<file path="src/verilog/artc_regs.svh">
// Behaviour
// Count advances by one per prescaled tick, only while running.
// Rate code 000 divides clock by 256, each step halves, 111 by 2.
// Mode register resets to zero: stopped, slowest rate, all off.
// Mode bit 7 runs counter, toggle output and PWM output together.
// Count 0xff steps to 0x00 on the next tick and flags overflow.
// Overflow with interrupt enable set raises the interrupt flag.
// Mode bit 2 chooses wrap to zero or reload after overflow.
// With reload on, overflow copies reload value into the count.
// Mode bit 1 puts toggle on shared pin, frees GPIO, kills PWM.
// Mode bit 0 enables PWM on pin; software keeps bit 1 clear then.
// Reload register also holds the PWM duty value.
// Software loads a start count each time it starts the timer.
// Software always writes zero to mode bit 3.
// Software runs timer and sets reload before using toggle output.
// Count register is read/write; its reset content is undefined.
// Start value to overflow takes 256 minus start value ticks.
// Toggle and PWM go only to the single shared pin.
// Toggle output flips once per overflow, half the overflow rate.
// Reload register is write-only; reads return zero.
// PWM output high while running count is below duty value.
`ifndef ARTC_REGS_SVH
`define ARTC_REGS_SVH

// Register offsets on the 8-bit register port
`define ARTC_RELOAD_OFS 8'hcd
`define ARTC_MODE_OFS 8'hda
`define ARTC_COUNT_OFS 8'hdb
`define ARTC_IRQ_OFS 8'hdc

// Mode register fields
`define ARTC_RUN_BIT 7
`define ARTC_RATE_HI 6
`define ARTC_RATE_LO 4
`define ARTC_ALOAD_BIT 2
`define ARTC_TOGGLE_BIT 1
`define ARTC_PWM_BIT 0
`define ARTC_MODE_MASK 8'hf7

// Interrupt register fields
`define ARTC_IEN_BIT 0
`define ARTC_IRQ_BIT 1

// Reset values and counter limits
`define ARTC_MODE_RST 8'h00
`define ARTC_COUNT_RST 8'h00
`define ARTC_RELOAD_RST 8'h00
`define ARTC_COUNT_MAX 8'hff
`define ARTC_DIV_MAX 8'hff

`endif

</file>
<file path="src/verilog/artc_pkg.sv">
`default_nettype none
package artc_pkg;
    typedef logic [7:0] artc_byte_t;
    typedef logic [2:0] artc_rate_t;
    // Who owns the shared pin
    typedef enum logic [1:0] {
        ARTC_PIN_GPIO,
        ARTC_PIN_TOGGLE,
        ARTC_PIN_PWM
    } artc_pin_e;
endpackage
`default_nettype wire

</file>
<file path="src/verilog/artc_prescaler.sv">
`timescale 1ns/1ps
`default_nettype none
`include "artc_regs.svh"
module artc_prescaler
    import artc_pkg::*;
(
    input wire logic clock,
    input wire logic reset_n,
    input wire artc_rate_t rate,
    output logic tick
);
    artc_byte_t div_q;
    artc_byte_t div_d;
    artc_byte_t mask;

    // Free-running divider; mask of low bits picks 256 >> rate
    always_comb begin
        div_d = div_q + 8'h01;
        mask = `ARTC_DIV_MAX >> rate;
        tick = ((div_q & mask) == mask);
    end

    always_ff @(posedge clock or negedge reset_n) begin
        if (!reset_n) begin
            div_q <= 8'h00;
        end else begin
            div_q <= div_d;
        end
    end

    // No stable rate ticks back to back; the divide-by-2 setting is left unchecked
    tick_spacing_a: assert property (@(posedge clock)
        disable iff (!reset_n)
        (tick && rate != 3'h7 && $stable(rate)) |=> !tick)
        else $error("prescaler ticked twice in a row");
endmodule
`default_nettype wire

</file>
<file path="src/verilog/artc_timer.sv">
`timescale 1ns/1ps
`default_nettype none
`include "artc_regs.svh"
module artc_timer
    import artc_pkg::*;
(
    input wire logic clock,
    input wire logic reset_n,
    input wire artc_byte_t reg_addr,
    input wire artc_byte_t reg_wdata,
    input wire logic reg_write,
    input wire logic reg_read,
    output artc_byte_t reg_rdata,
    output logic overflow_irq_flag,
    output logic buzzer_pin_out,
    output logic buzzer_pin_oe
);
    artc_byte_t mode_q;
    artc_byte_t mode_d;
    artc_byte_t count_q;
    artc_byte_t count_d;
    artc_byte_t reload_q;
    artc_byte_t reload_d;
    artc_byte_t rdata_q;
    artc_byte_t rdata_d;
    logic irq_en_q;
    logic irq_en_d;
    logic irq_q;
    logic irq_d;
    logic toggle_q;
    logic toggle_d;
    logic pwm_q;
    logic pwm_d;
    logic tick;
    logic overflow;
    logic timer_run_bit;
    logic auto_reload_bit;
    logic toggle_output_enable;
    logic pwm_output_enable;
    logic wr_mode;
    logic wr_count;
    logic wr_reload;
    logic wr_irq;
    artc_rate_t prescale_select_field;
    artc_pin_e pin_owner;

    // Field decode of the mode register
    assign timer_run_bit = mode_q[`ARTC_RUN_BIT];
    assign prescale_select_field = mode_q[`ARTC_RATE_HI:`ARTC_RATE_LO];
    assign auto_reload_bit = mode_q[`ARTC_ALOAD_BIT];
    assign toggle_output_enable = mode_q[`ARTC_TOGGLE_BIT];
    assign pwm_output_enable = mode_q[`ARTC_PWM_BIT];

    // Write strobes per register
    assign wr_mode = reg_write && (reg_addr == `ARTC_MODE_OFS);
    assign wr_count = reg_write && (reg_addr == `ARTC_COUNT_OFS);
    assign wr_reload = reg_write && (reg_addr == `ARTC_RELOAD_OFS);
    assign wr_irq = reg_write && (reg_addr == `ARTC_IRQ_OFS);

    artc_prescaler u_prescaler (
        .clock(clock),
        .reset_n(reset_n),
        .rate(prescale_select_field),
        .tick(tick)
    );

    // Overflow on the tick that leaves 0xff; a software write to the
    // count in the same cycle wins and the tick is dropped
    assign overflow = tick && timer_run_bit && !wr_count &&
        (count_q == `ARTC_COUNT_MAX);

    // Configuration registers; bit 3 is kept at zero regardless
    always_comb begin
        mode_d = mode_q;
        reload_d = reload_q;
        irq_en_d = irq_en_q;
        if (wr_mode) begin
            mode_d = reg_wdata & `ARTC_MODE_MASK;
        end
        if (wr_reload) begin
            reload_d = reg_wdata;
        end
        if (wr_irq) begin
            irq_en_d = reg_wdata[`ARTC_IEN_BIT];
        end
    end

    always_ff @(posedge clock or negedge reset_n) begin
        if (!reset_n) begin
            mode_q <= `ARTC_MODE_RST;
            reload_q <= `ARTC_RELOAD_RST;
            irq_en_q <= 1'b0;
        end else begin
            mode_q <= mode_d;
            reload_q <= reload_d;
            irq_en_q <= irq_en_d;
        end
    end

    // Counter: software load, then tick, overflow wraps or reloads
    always_comb begin
        count_d = count_q;
        if (wr_count) begin
            count_d = reg_wdata;
        end else if (overflow) begin
            if (auto_reload_bit) begin
                count_d = reload_q;
            end else begin
                count_d = 8'h00;
            end
        end else if (tick && timer_run_bit) begin
            count_d = count_q + 8'h01;
        end
    end

    // Content is undefined to software; cleared here for clean sims
    always_ff @(posedge clock or negedge reset_n) begin
        if (!reset_n) begin
            count_q <= `ARTC_COUNT_RST;
        end else begin
            count_q <= count_d;
        end
    end

    // Software write lands whatever the prescaler is doing
    count_load_a: assert property (@(posedge clock)
        disable iff (!reset_n)
        wr_count |=> count_q == $past(reg_wdata))
        else $error("count write did not land");

    // Interrupt flag: set beats a software clear in the same cycle
    always_comb begin
        irq_d = irq_q;
        if (wr_irq && !reg_wdata[`ARTC_IRQ_BIT]) begin
            irq_d = 1'b0;
        end
        if (overflow && irq_en_q) begin
            irq_d = 1'b1;
        end
    end

    always_ff @(posedge clock or negedge reset_n) begin
        if (!reset_n) begin
            irq_q <= 1'b0;
        end else begin
            irq_q <= irq_d;
        end
    end

    // Flag stands until software clears it
    irq_keep_a: assert property (@(posedge clock)
        disable iff (!reset_n)
        (irq_q && !(wr_irq && !reg_wdata[`ARTC_IRQ_BIT]))
        |=> overflow_irq_flag)
        else $error("interrupt flag dropped by itself");

    irq_quiet_a: assert property (@(posedge clock)
        disable iff (!reset_n)
        (!irq_q && !(overflow && irq_en_q)) |=> !overflow_irq_flag)
        else $error("interrupt flag rose without overflow");

    assign overflow_irq_flag = irq_q;

    // Waveforms: toggle flips per overflow; PWM compares count to duty.
    // Both stop low when the run bit clears so the pin idles quietly.
    always_comb begin
        toggle_d = toggle_q;
        pwm_d = 1'b0;
        if (!timer_run_bit) begin
            toggle_d = 1'b0;
        end else if (overflow) begin
            toggle_d = !toggle_q;
        end
        if (timer_run_bit && pwm_output_enable && !toggle_output_enable) begin
            pwm_d = (count_q < reload_q);
        end
    end

    always_ff @(posedge clock or negedge reset_n) begin
        if (!reset_n) begin
            toggle_q <= 1'b0;
            pwm_q <= 1'b0;
        end else begin
            toggle_q <= toggle_d;
            pwm_q <= pwm_d;
        end
    end

    // A stopped timer leaves both waveforms low
    run_quiet_a: assert property (@(posedge clock)
        disable iff (!reset_n)
        !timer_run_bit |=> (!toggle_q && !pwm_q))
        else $error("waveform moved while stopped");

    // Shared pin takeover; toggle has priority over PWM
    always_comb begin
        if (toggle_output_enable) begin
            pin_owner = ARTC_PIN_TOGGLE;
        end else if (pwm_output_enable) begin
            pin_owner = ARTC_PIN_PWM;
        end else begin
            pin_owner = ARTC_PIN_GPIO;
        end
    end

    always_comb begin
        case (pin_owner)
            ARTC_PIN_TOGGLE: begin
                buzzer_pin_out = toggle_q;
                buzzer_pin_oe = 1'b1;
            end
            ARTC_PIN_PWM: begin
                buzzer_pin_out = pwm_q;
                buzzer_pin_oe = 1'b1;
            end
            default: begin
                buzzer_pin_out = 1'b0;
                buzzer_pin_oe = 1'b0;
            end
        endcase
    end

    pin_pwm_a: assert property (@(posedge clock)
        disable iff (!reset_n)
        (pwm_output_enable && !toggle_output_enable) |->
        (buzzer_pin_oe && buzzer_pin_out == pwm_q))
        else $error("pwm does not own the pin");

    pin_free_a: assert property (@(posedge clock)
        disable iff (!reset_n)
        (!pwm_output_enable && !toggle_output_enable) |->
        (!buzzer_pin_oe && !buzzer_pin_out))
        else $error("pin held with both outputs off");

    // Read port; reload reads as zero, unmapped reads as zero
    always_comb begin
        rdata_d = 8'h00;
        if (reg_read) begin
            case (reg_addr)
                `ARTC_MODE_OFS: rdata_d = mode_q;
                `ARTC_COUNT_OFS: rdata_d = count_q;
                `ARTC_IRQ_OFS: rdata_d = {6'h00, irq_q, irq_en_q};
                `ARTC_RELOAD_OFS: rdata_d = 8'h00;
                default: rdata_d = 8'h00;
            endcase
        end
    end

    always_ff @(posedge clock or negedge reset_n) begin
        if (!reset_n) begin
            rdata_q <= 8'h00;
        end else begin
            rdata_q <= rdata_d;
        end
    end

    count_read_a: assert property (@(posedge clock)
        disable iff (!reset_n)
        (reg_read && reg_addr == `ARTC_COUNT_OFS) |=>
        reg_rdata == $past(count_q))
        else $error("count read returned wrong value");

    assign reg_rdata = rdata_q;

    // Checks on the counting path
    count_step_a: assert property (@(posedge clock)
        disable iff (!reset_n)
        (tick && timer_run_bit && !wr_count && count_q != 8'hff)
        |=> count_q == $past(count_q) + 8'h01)
        else $error("count did not step by one");

    count_hold_a: assert property (@(posedge clock)
        disable iff (!reset_n)
        (!timer_run_bit && !wr_count) |=> $stable(count_q))
        else $error("count moved while stopped");

    wrap_zero_a: assert property (@(posedge clock)
        disable iff (!reset_n)
        (overflow && !auto_reload_bit) |=> count_q == 8'h00)
        else $error("overflow did not wrap to zero");

    reload_load_a: assert property (@(posedge clock)
        disable iff (!reset_n)
        (overflow && auto_reload_bit) |=> count_q == $past(reload_q))
        else $error("overflow did not reload count");

    irq_set_a: assert property (@(posedge clock)
        disable iff (!reset_n)
        (overflow && irq_en_q) |=> overflow_irq_flag)
        else $error("overflow missed interrupt flag");

    toggle_flip_a: assert property (@(posedge clock)
        disable iff (!reset_n)
        overflow |=> toggle_q != $past(toggle_q))
        else $error("toggle did not flip on overflow");

    // PWM level may lag a cycle when software swaps bit 0 for bit 1
    pin_toggle_a: assert property (@(posedge clock)
        disable iff (!reset_n)
        toggle_output_enable |-> (buzzer_pin_oe &&
        buzzer_pin_out == toggle_q &&
        (!$past(toggle_output_enable) || !pwm_q)))
        else $error("toggle does not own the pin");

    pwm_duty_a: assert property (@(posedge clock)
        disable iff (!reset_n)
        (timer_run_bit && pwm_output_enable && !toggle_output_enable &&
        $stable(mode_q)) |=> pwm_q == ($past(count_q) < $past(reload_q)))
        else $error("pwm level wrong for duty");

    reload_read_a: assert property (@(posedge clock)
        disable iff (!reset_n)
        (reg_read && reg_addr == `ARTC_RELOAD_OFS) |=> reg_rdata == 8'h00)
        else $error("reload register readable");
endmodule
`default_nettype wire
</file>
<file path="config.mk">
export PLATFORM = sky130hd
export DESIGN_NAME = artc_timer
export DESIGN_NICKNAME = d
export VERILOG_FILES = /design/src/verilog/artc_pkg.sv /design/src/verilog/artc_prescaler.sv /design/src/verilog/artc_timer.sv
export VERILOG_INCLUDE_DIRS = /design/src /design/src/verilog
export SDC_FILE = /design/constraint.sdc
export NUM_CORES = 1
export LEC_CHECK = 0
export BUFFER_PORTS_ARGS = -buffer_cell sky130_fd_sc_hd__clkbuf_2
export CAP_MARGIN = 10
export CORE_ASPECT_RATIO = 0.7
export CORE_MARGIN = 2
export CORE_UTILIZATION = 61
export CTS_CLUSTER_SIZE = 14
export DETAILED_ROUTE_END_ITERATION = 6
export MAX_ROUTING_LAYER = met4
export PLACE_DENSITY = 0.88
export SYNTH_ARGS = -nofsm -noshare
export SYNTH_HDL_FRONTEND = slang
export SYNTH_SLANG_ARGS = --single-unit
</file>
<file path="constraint.sdc">
create_clock -name clock -period 3.8 [get_ports clock]
set_clock_uncertainty 0.15 [all_clocks]
set_input_delay 0.57 -clock clock [delete_from_list [all_inputs] [get_ports clock]]
set_output_delay 0.57 -clock clock [all_outputs]
set_load 0.01 [all_outputs]
</file>
==> impl_metrics.prom <==
# TYPE chip_impl_metric gauge
chip_impl_info{name="run_status",value="complete, no violations"} 1
chip_impl_metric{name="chip_width",unit="um"} 77.4
chip_impl_metric{name="placeable_area",unit="um^2"} 3560
chip_impl_metric{name="maxCapViolCount",unit=""} 0
chip_impl_metric{name="initial_utilization",unit="%"} 64.6
chip_impl_metric{name="overflow",unit=""} 0
chip_impl_metric{name="hold_viol_final",unit=""} 0
chip_impl_info{name="endpoint_kind",value="flop"} 1
chip_impl_metric{name="htree_levels",unit=""} 2
chip_impl_metric{name="area_growth",unit="%"} 13.1
chip_impl_metric{name="gr-usage-all-layers",unit="%"} 27.3
chip_impl_metric{name="power_frac_clock",unit="%"} 37.0
chip_impl_info{name="tritoncts",value="yes"} 1
chip_impl_metric{name="vert_die_dim",unit="um"} 55.4
chip_impl_metric{name="num_rows",unit=""} 18
chip_impl_metric{name="final.fill_count",unit=""} 274
chip_impl_metric{name="finalCriticalPeriod",unit="ns"} 2.14
chip_impl_metric{name="comb_power_share",unit="%"} 11.6
chip_impl_metric{name="synth_area_per_cell",unit="um^2"} 10.6
chip_impl_metric{name="drc",unit=""} 0
chip_impl_metric{name="yosys_warn_count",unit=""} 0
chip_impl_metric{name="powerDensity",unit="nW/um^2"} 371
chip_impl_metric{name="buffer_ports.inserted",unit=""} 30
chip_impl_metric{name="syn_nets",unit=""} 246
chip_impl_metric{name="cts-hold-fix-buffers",unit=""} 0
chip_impl_metric{name="route.final.wire_length",unit="mm"} 5.30
chip_impl_metric{name="diodes_inserted",unit=""} 0
chip_impl_metric{name="worstPathMaxFanout",unit=""} 8
chip_impl_metric{name="synthCells",unit=""} 217
chip_impl_metric{name="post_drt_via_cell_ratio",unit=""} 6.02
chip_impl_metric{name="arrival",unit="ns"} 2.20
chip_impl_metric{name="seq_area_frac_synth",unit="%"} 46.8
chip_impl_metric{name="drive_above_1_share",unit="%"} 26.3
chip_impl_metric{name="cell_internal_pwr",unit="uW"} 717
chip_impl_metric{name="worst_slew_pin_slew",unit="ns"} 1.05
chip_impl_metric{name="drt_iter0_markers",unit=""} 240
chip_impl_metric{name="worstSkewPairLatency",unit="ns"} 0.30
chip_impl_metric{name="post-cts-setup-buffers",unit=""} 0
chip_impl_metric{name="edff_count_synth",unit=""} 0
chip_impl_metric{name="finalMaxSlewViolations",unit=""} 0
chip_impl_metric{name="detailedRoute.firstPassIterationCount",unit=""} 4
chip_impl_metric{name="grt_first_pass_wirelength",unit="mm"} 8.80
chip_impl_metric{name="worst_slew_margin_rel",unit="%"} 30.0
chip_impl_metric{name="clock_tree.buffer_depth",unit=""} 2
chip_impl_metric{name="antenna_violating_nets_post_route",unit=""} 0
chip_impl_metric{name="async_flop_share",unit="%"} 100
chip_impl_metric{name="vias",unit=""} 1812
chip_impl_metric{name="irDropWorstVdd",unit="mV"} 0.272
chip_impl_metric{name="total_switching_power",unit="uW"} 246
chip_impl_metric{name="leak",unit="nW"} 1.22
chip_impl_metric{name="place.detailed.instances",unit=""} 293
chip_impl_info{name="rsz0062_at_grt",value="false"} 1
chip_impl_info{name="synthFlopType",value="dfrtp_1"} 1
chip_impl_metric{name="synth.ff_latch_count",unit=""} 43
chip_impl_info{name="hp-class",value="in -> async"} 1
chip_impl_metric{name="setup_violators_final",unit=""} 0
chip_impl_metric{name="post_dp_cell_area",unit="um^2"} 2490
chip_impl_metric{name="synth.cell_area",unit="um^2"} 2300
chip_impl_metric{name="synth.lib_cells_used.distinct",unit=""} 45
chip_impl_metric{name="finalNonFillerCells",unit=""} 301
chip_impl_metric{name="worstPathRequired",unit="ns"} 3.86
chip_impl_metric{name="clk_pin_slew_worst_paths",unit="ns"} 0.09
chip_impl_metric{name="seq_power_share",unit="%"} 51.5
chip_impl_metric{name="cts-resized-gates",unit=""} 0
chip_impl_metric{name="cts_made_buffers",unit=""} 5
chip_impl_metric{name="cts_num_sinks",unit=""} 43
chip_impl_metric{name="grt_pass1_vias",unit=""} 1780
chip_impl_metric{name="fmax",unit="MHz"} 468
chip_impl_metric{name="stdcell_area",unit="um^2"} 2600
chip_impl_info{name="clockRootBuffer",value="clkbuf_8"} 1
chip_impl_metric{name="nNetsFinal",unit=""} 279
chip_impl_metric{name="grt_start_max_net_pins",unit=""} 44
chip_impl_metric{name="finalCritPeriodShare",unit="%"} 56.2
chip_impl_metric{name="pin_count",unit=""} 31
chip_impl_metric{name="initial_antenna_violation_count",unit=""} 0
chip_impl_metric{name="dpl.hpwl",unit="mm"} 3.62
chip_impl_metric{name="finalHoldWorstSlack",unit="ns"} 0.295
chip_impl_info{name="critPathKind",value="reg -> reg"} 1
chip_impl_info{name="cp-start-kind",value="flop"} 1
chip_impl_metric{name="tns",unit="ns"} 0
chip_impl_metric{name="globalplace.congestion",unit=""} 0.894
chip_impl_metric{name="routedWlPerCell",unit="um"} 17.6
chip_impl_metric{name="netSwitchingFraction",unit="%"} 25.6
chip_impl_metric{name="design.die.area",unit="um^2"} 4280
-- synth_stat cells, drive strengths merged (4+ instances only) --
cell type | number | area share (%)
nor2 | 20 | 3.4
ha | 9 | 4.9
nand3 | 15 | 3.5
nand4 | 9 | 2.4
mux2i | 7 | 3.0
dfrtp | 43 | 47
and3 | 6 | 1.6
inv | 12 | 2.0
o31ai | 4 | 2.0
a31oi | 6 | 1.6
mux2 | 18 | 8.8
o21ai | 8 | 1.7
xnor2 | 4 | 1.5
nand2 | 13 | 2.1
a21oi | 7 | 2.2
-- cell type report --
type                    count  area (um^2)  share of cell area, %
clock inverters             3         43.8                   1.69
inverters                  12         45.0                   1.73
clock buffers               5         68.8                   2.65
multi-input cells         158         1150                   44.3
well taps                  50         62.6                   2.41
flip-flops and latches     43         1080                   41.4
repair buffers             30          150                   5.78
-- path summary, 6_finish.rpt --
check	slack [ns]	end	cells past startpoint	start
worst max-delay path	1.66	count_q[1]	6	count_q[0]
worst min-delay path	0.29	pwm_q	1	reset_n
worst max register to register	1.66	count_q[1]	6	count_q[0]
worst min register to register	0.34	u_prescaler.div_q[7]	1	u_prescaler.div_q[7]
max in group asynchronous	2.56	reg_rdata[4]	1	reset_n
min in group clock	0.34	u_prescaler.div_q[7]	1	u_prescaler.div_q[7]
-- per-stage QoR --
step	utilization, %	power, mW	worst slack [ns]
floorplan	-	0.567	1.80
global placement	69.9	0.607	1.56
detailed placement	69.9	0.612	1.51
CTS	73.0	0.965	1.70
global route	73.0	1.00	1.56
finish	73.0	0.964	1.66
-- routing by layer --
| layer | up-vias | wire [um] | GRT usage, % |
|---|---|---|---|
| li1 | 852 | - | - |
| met2 | 57 | 2340 | 37.6 |
| met1 | 892 | 2510 | 40.7 |
| met4 | 0 | 73 | 7.65 |
| met5 | - | 0 | - |
| met3 | 11 | 373 | 6.05 |
-- worst max-delay path, cell delays in order, from the launching register on --
cell,delay [ns]
dfrtp_1,0.50
ha_1,0.27
nand3_1,0.13
nor2_1,0.48
nand3_1,0.14
and3_1,0.21
o31ai_2,0.17
-- cell families (layout without fill, tap and decap cells) --
logic type / Yosys count / in the layout / share of synthesized area, %
muxes: 25 / 25 / 11.9
adders and majority gates: 9 / 9 / 4.90
and+or+nand+nor: 80 / 80 / 18.9
AOI/OAI and AO/OA: 37 / 37 / 11.8
buffers and inverters: 16 / 50 / 3.05
DFF: 43 / 43 / 46.8
xor gates and xnor gates: 7 / 7 / 2.67
-- cell usage in the layout, fill, tap and decap left out, types with 2 or more instances in the layout --
| cell | netlist | layout |
|---|---|---|
| dfrtp_1 | 43 | 43 |
| clkbuf_2 | 1 | 30 |
| nor2_1 | 19 | 19 |
| mux2_2 | 18 | 18 |
| nand3_1 | 14 | 14 |
| nand2_1 | 13 | 13 |
| inv_1 | 12 | 12 |
| nand4_1 | 9 | 9 |
| ha_1 | 9 | 9 |
| o21ai_0 | 8 | 8 |
| mux2i_1 | 7 | 7 |
| and3_1 | 6 | 6 |
| a31oi_1 | 6 | 6 |
| a21oi_1 | 5 | 5 |
| clkbuf_8 | 0 | 5 |
| xnor2_1 | 4 | 4 |
| and4_1 | 3 | 3 |
| xor2_1 | 3 | 3 |
| nand2b_1 | 3 | 3 |
| a21o_1 | 3 | 3 |
| o31ai_2 | 3 | 3 |
| a22oi_1 | 2 | 2 |
| a211oi_1 | 2 | 2 |
| or3_1 | 2 | 2 |
-- power groups by stage --
stage	Sequential [mW]	Combinational [mW]	Clock (mW)
detailed placement	0.504	0.109	0
CTS	0.495	0.112	0.358
global placement	0.503	0.104	0
global route	0.499	0.126	0.380
floorplan	0.495	0.0718	0
finish	0.496	0.111	0.356
-- flip-flops by register name, summed over array words and instances, names as in the netlist --
register and cells:
u_prescaler.div_q 8, reg_rdata 8, irq_en_q 1, mode_q 7, overflow_irq_flag 1, reload_q 8
pwm_q 1, count_q 8, toggle_q 1
No activity file was read; power rests on OpenSTA's default activity.
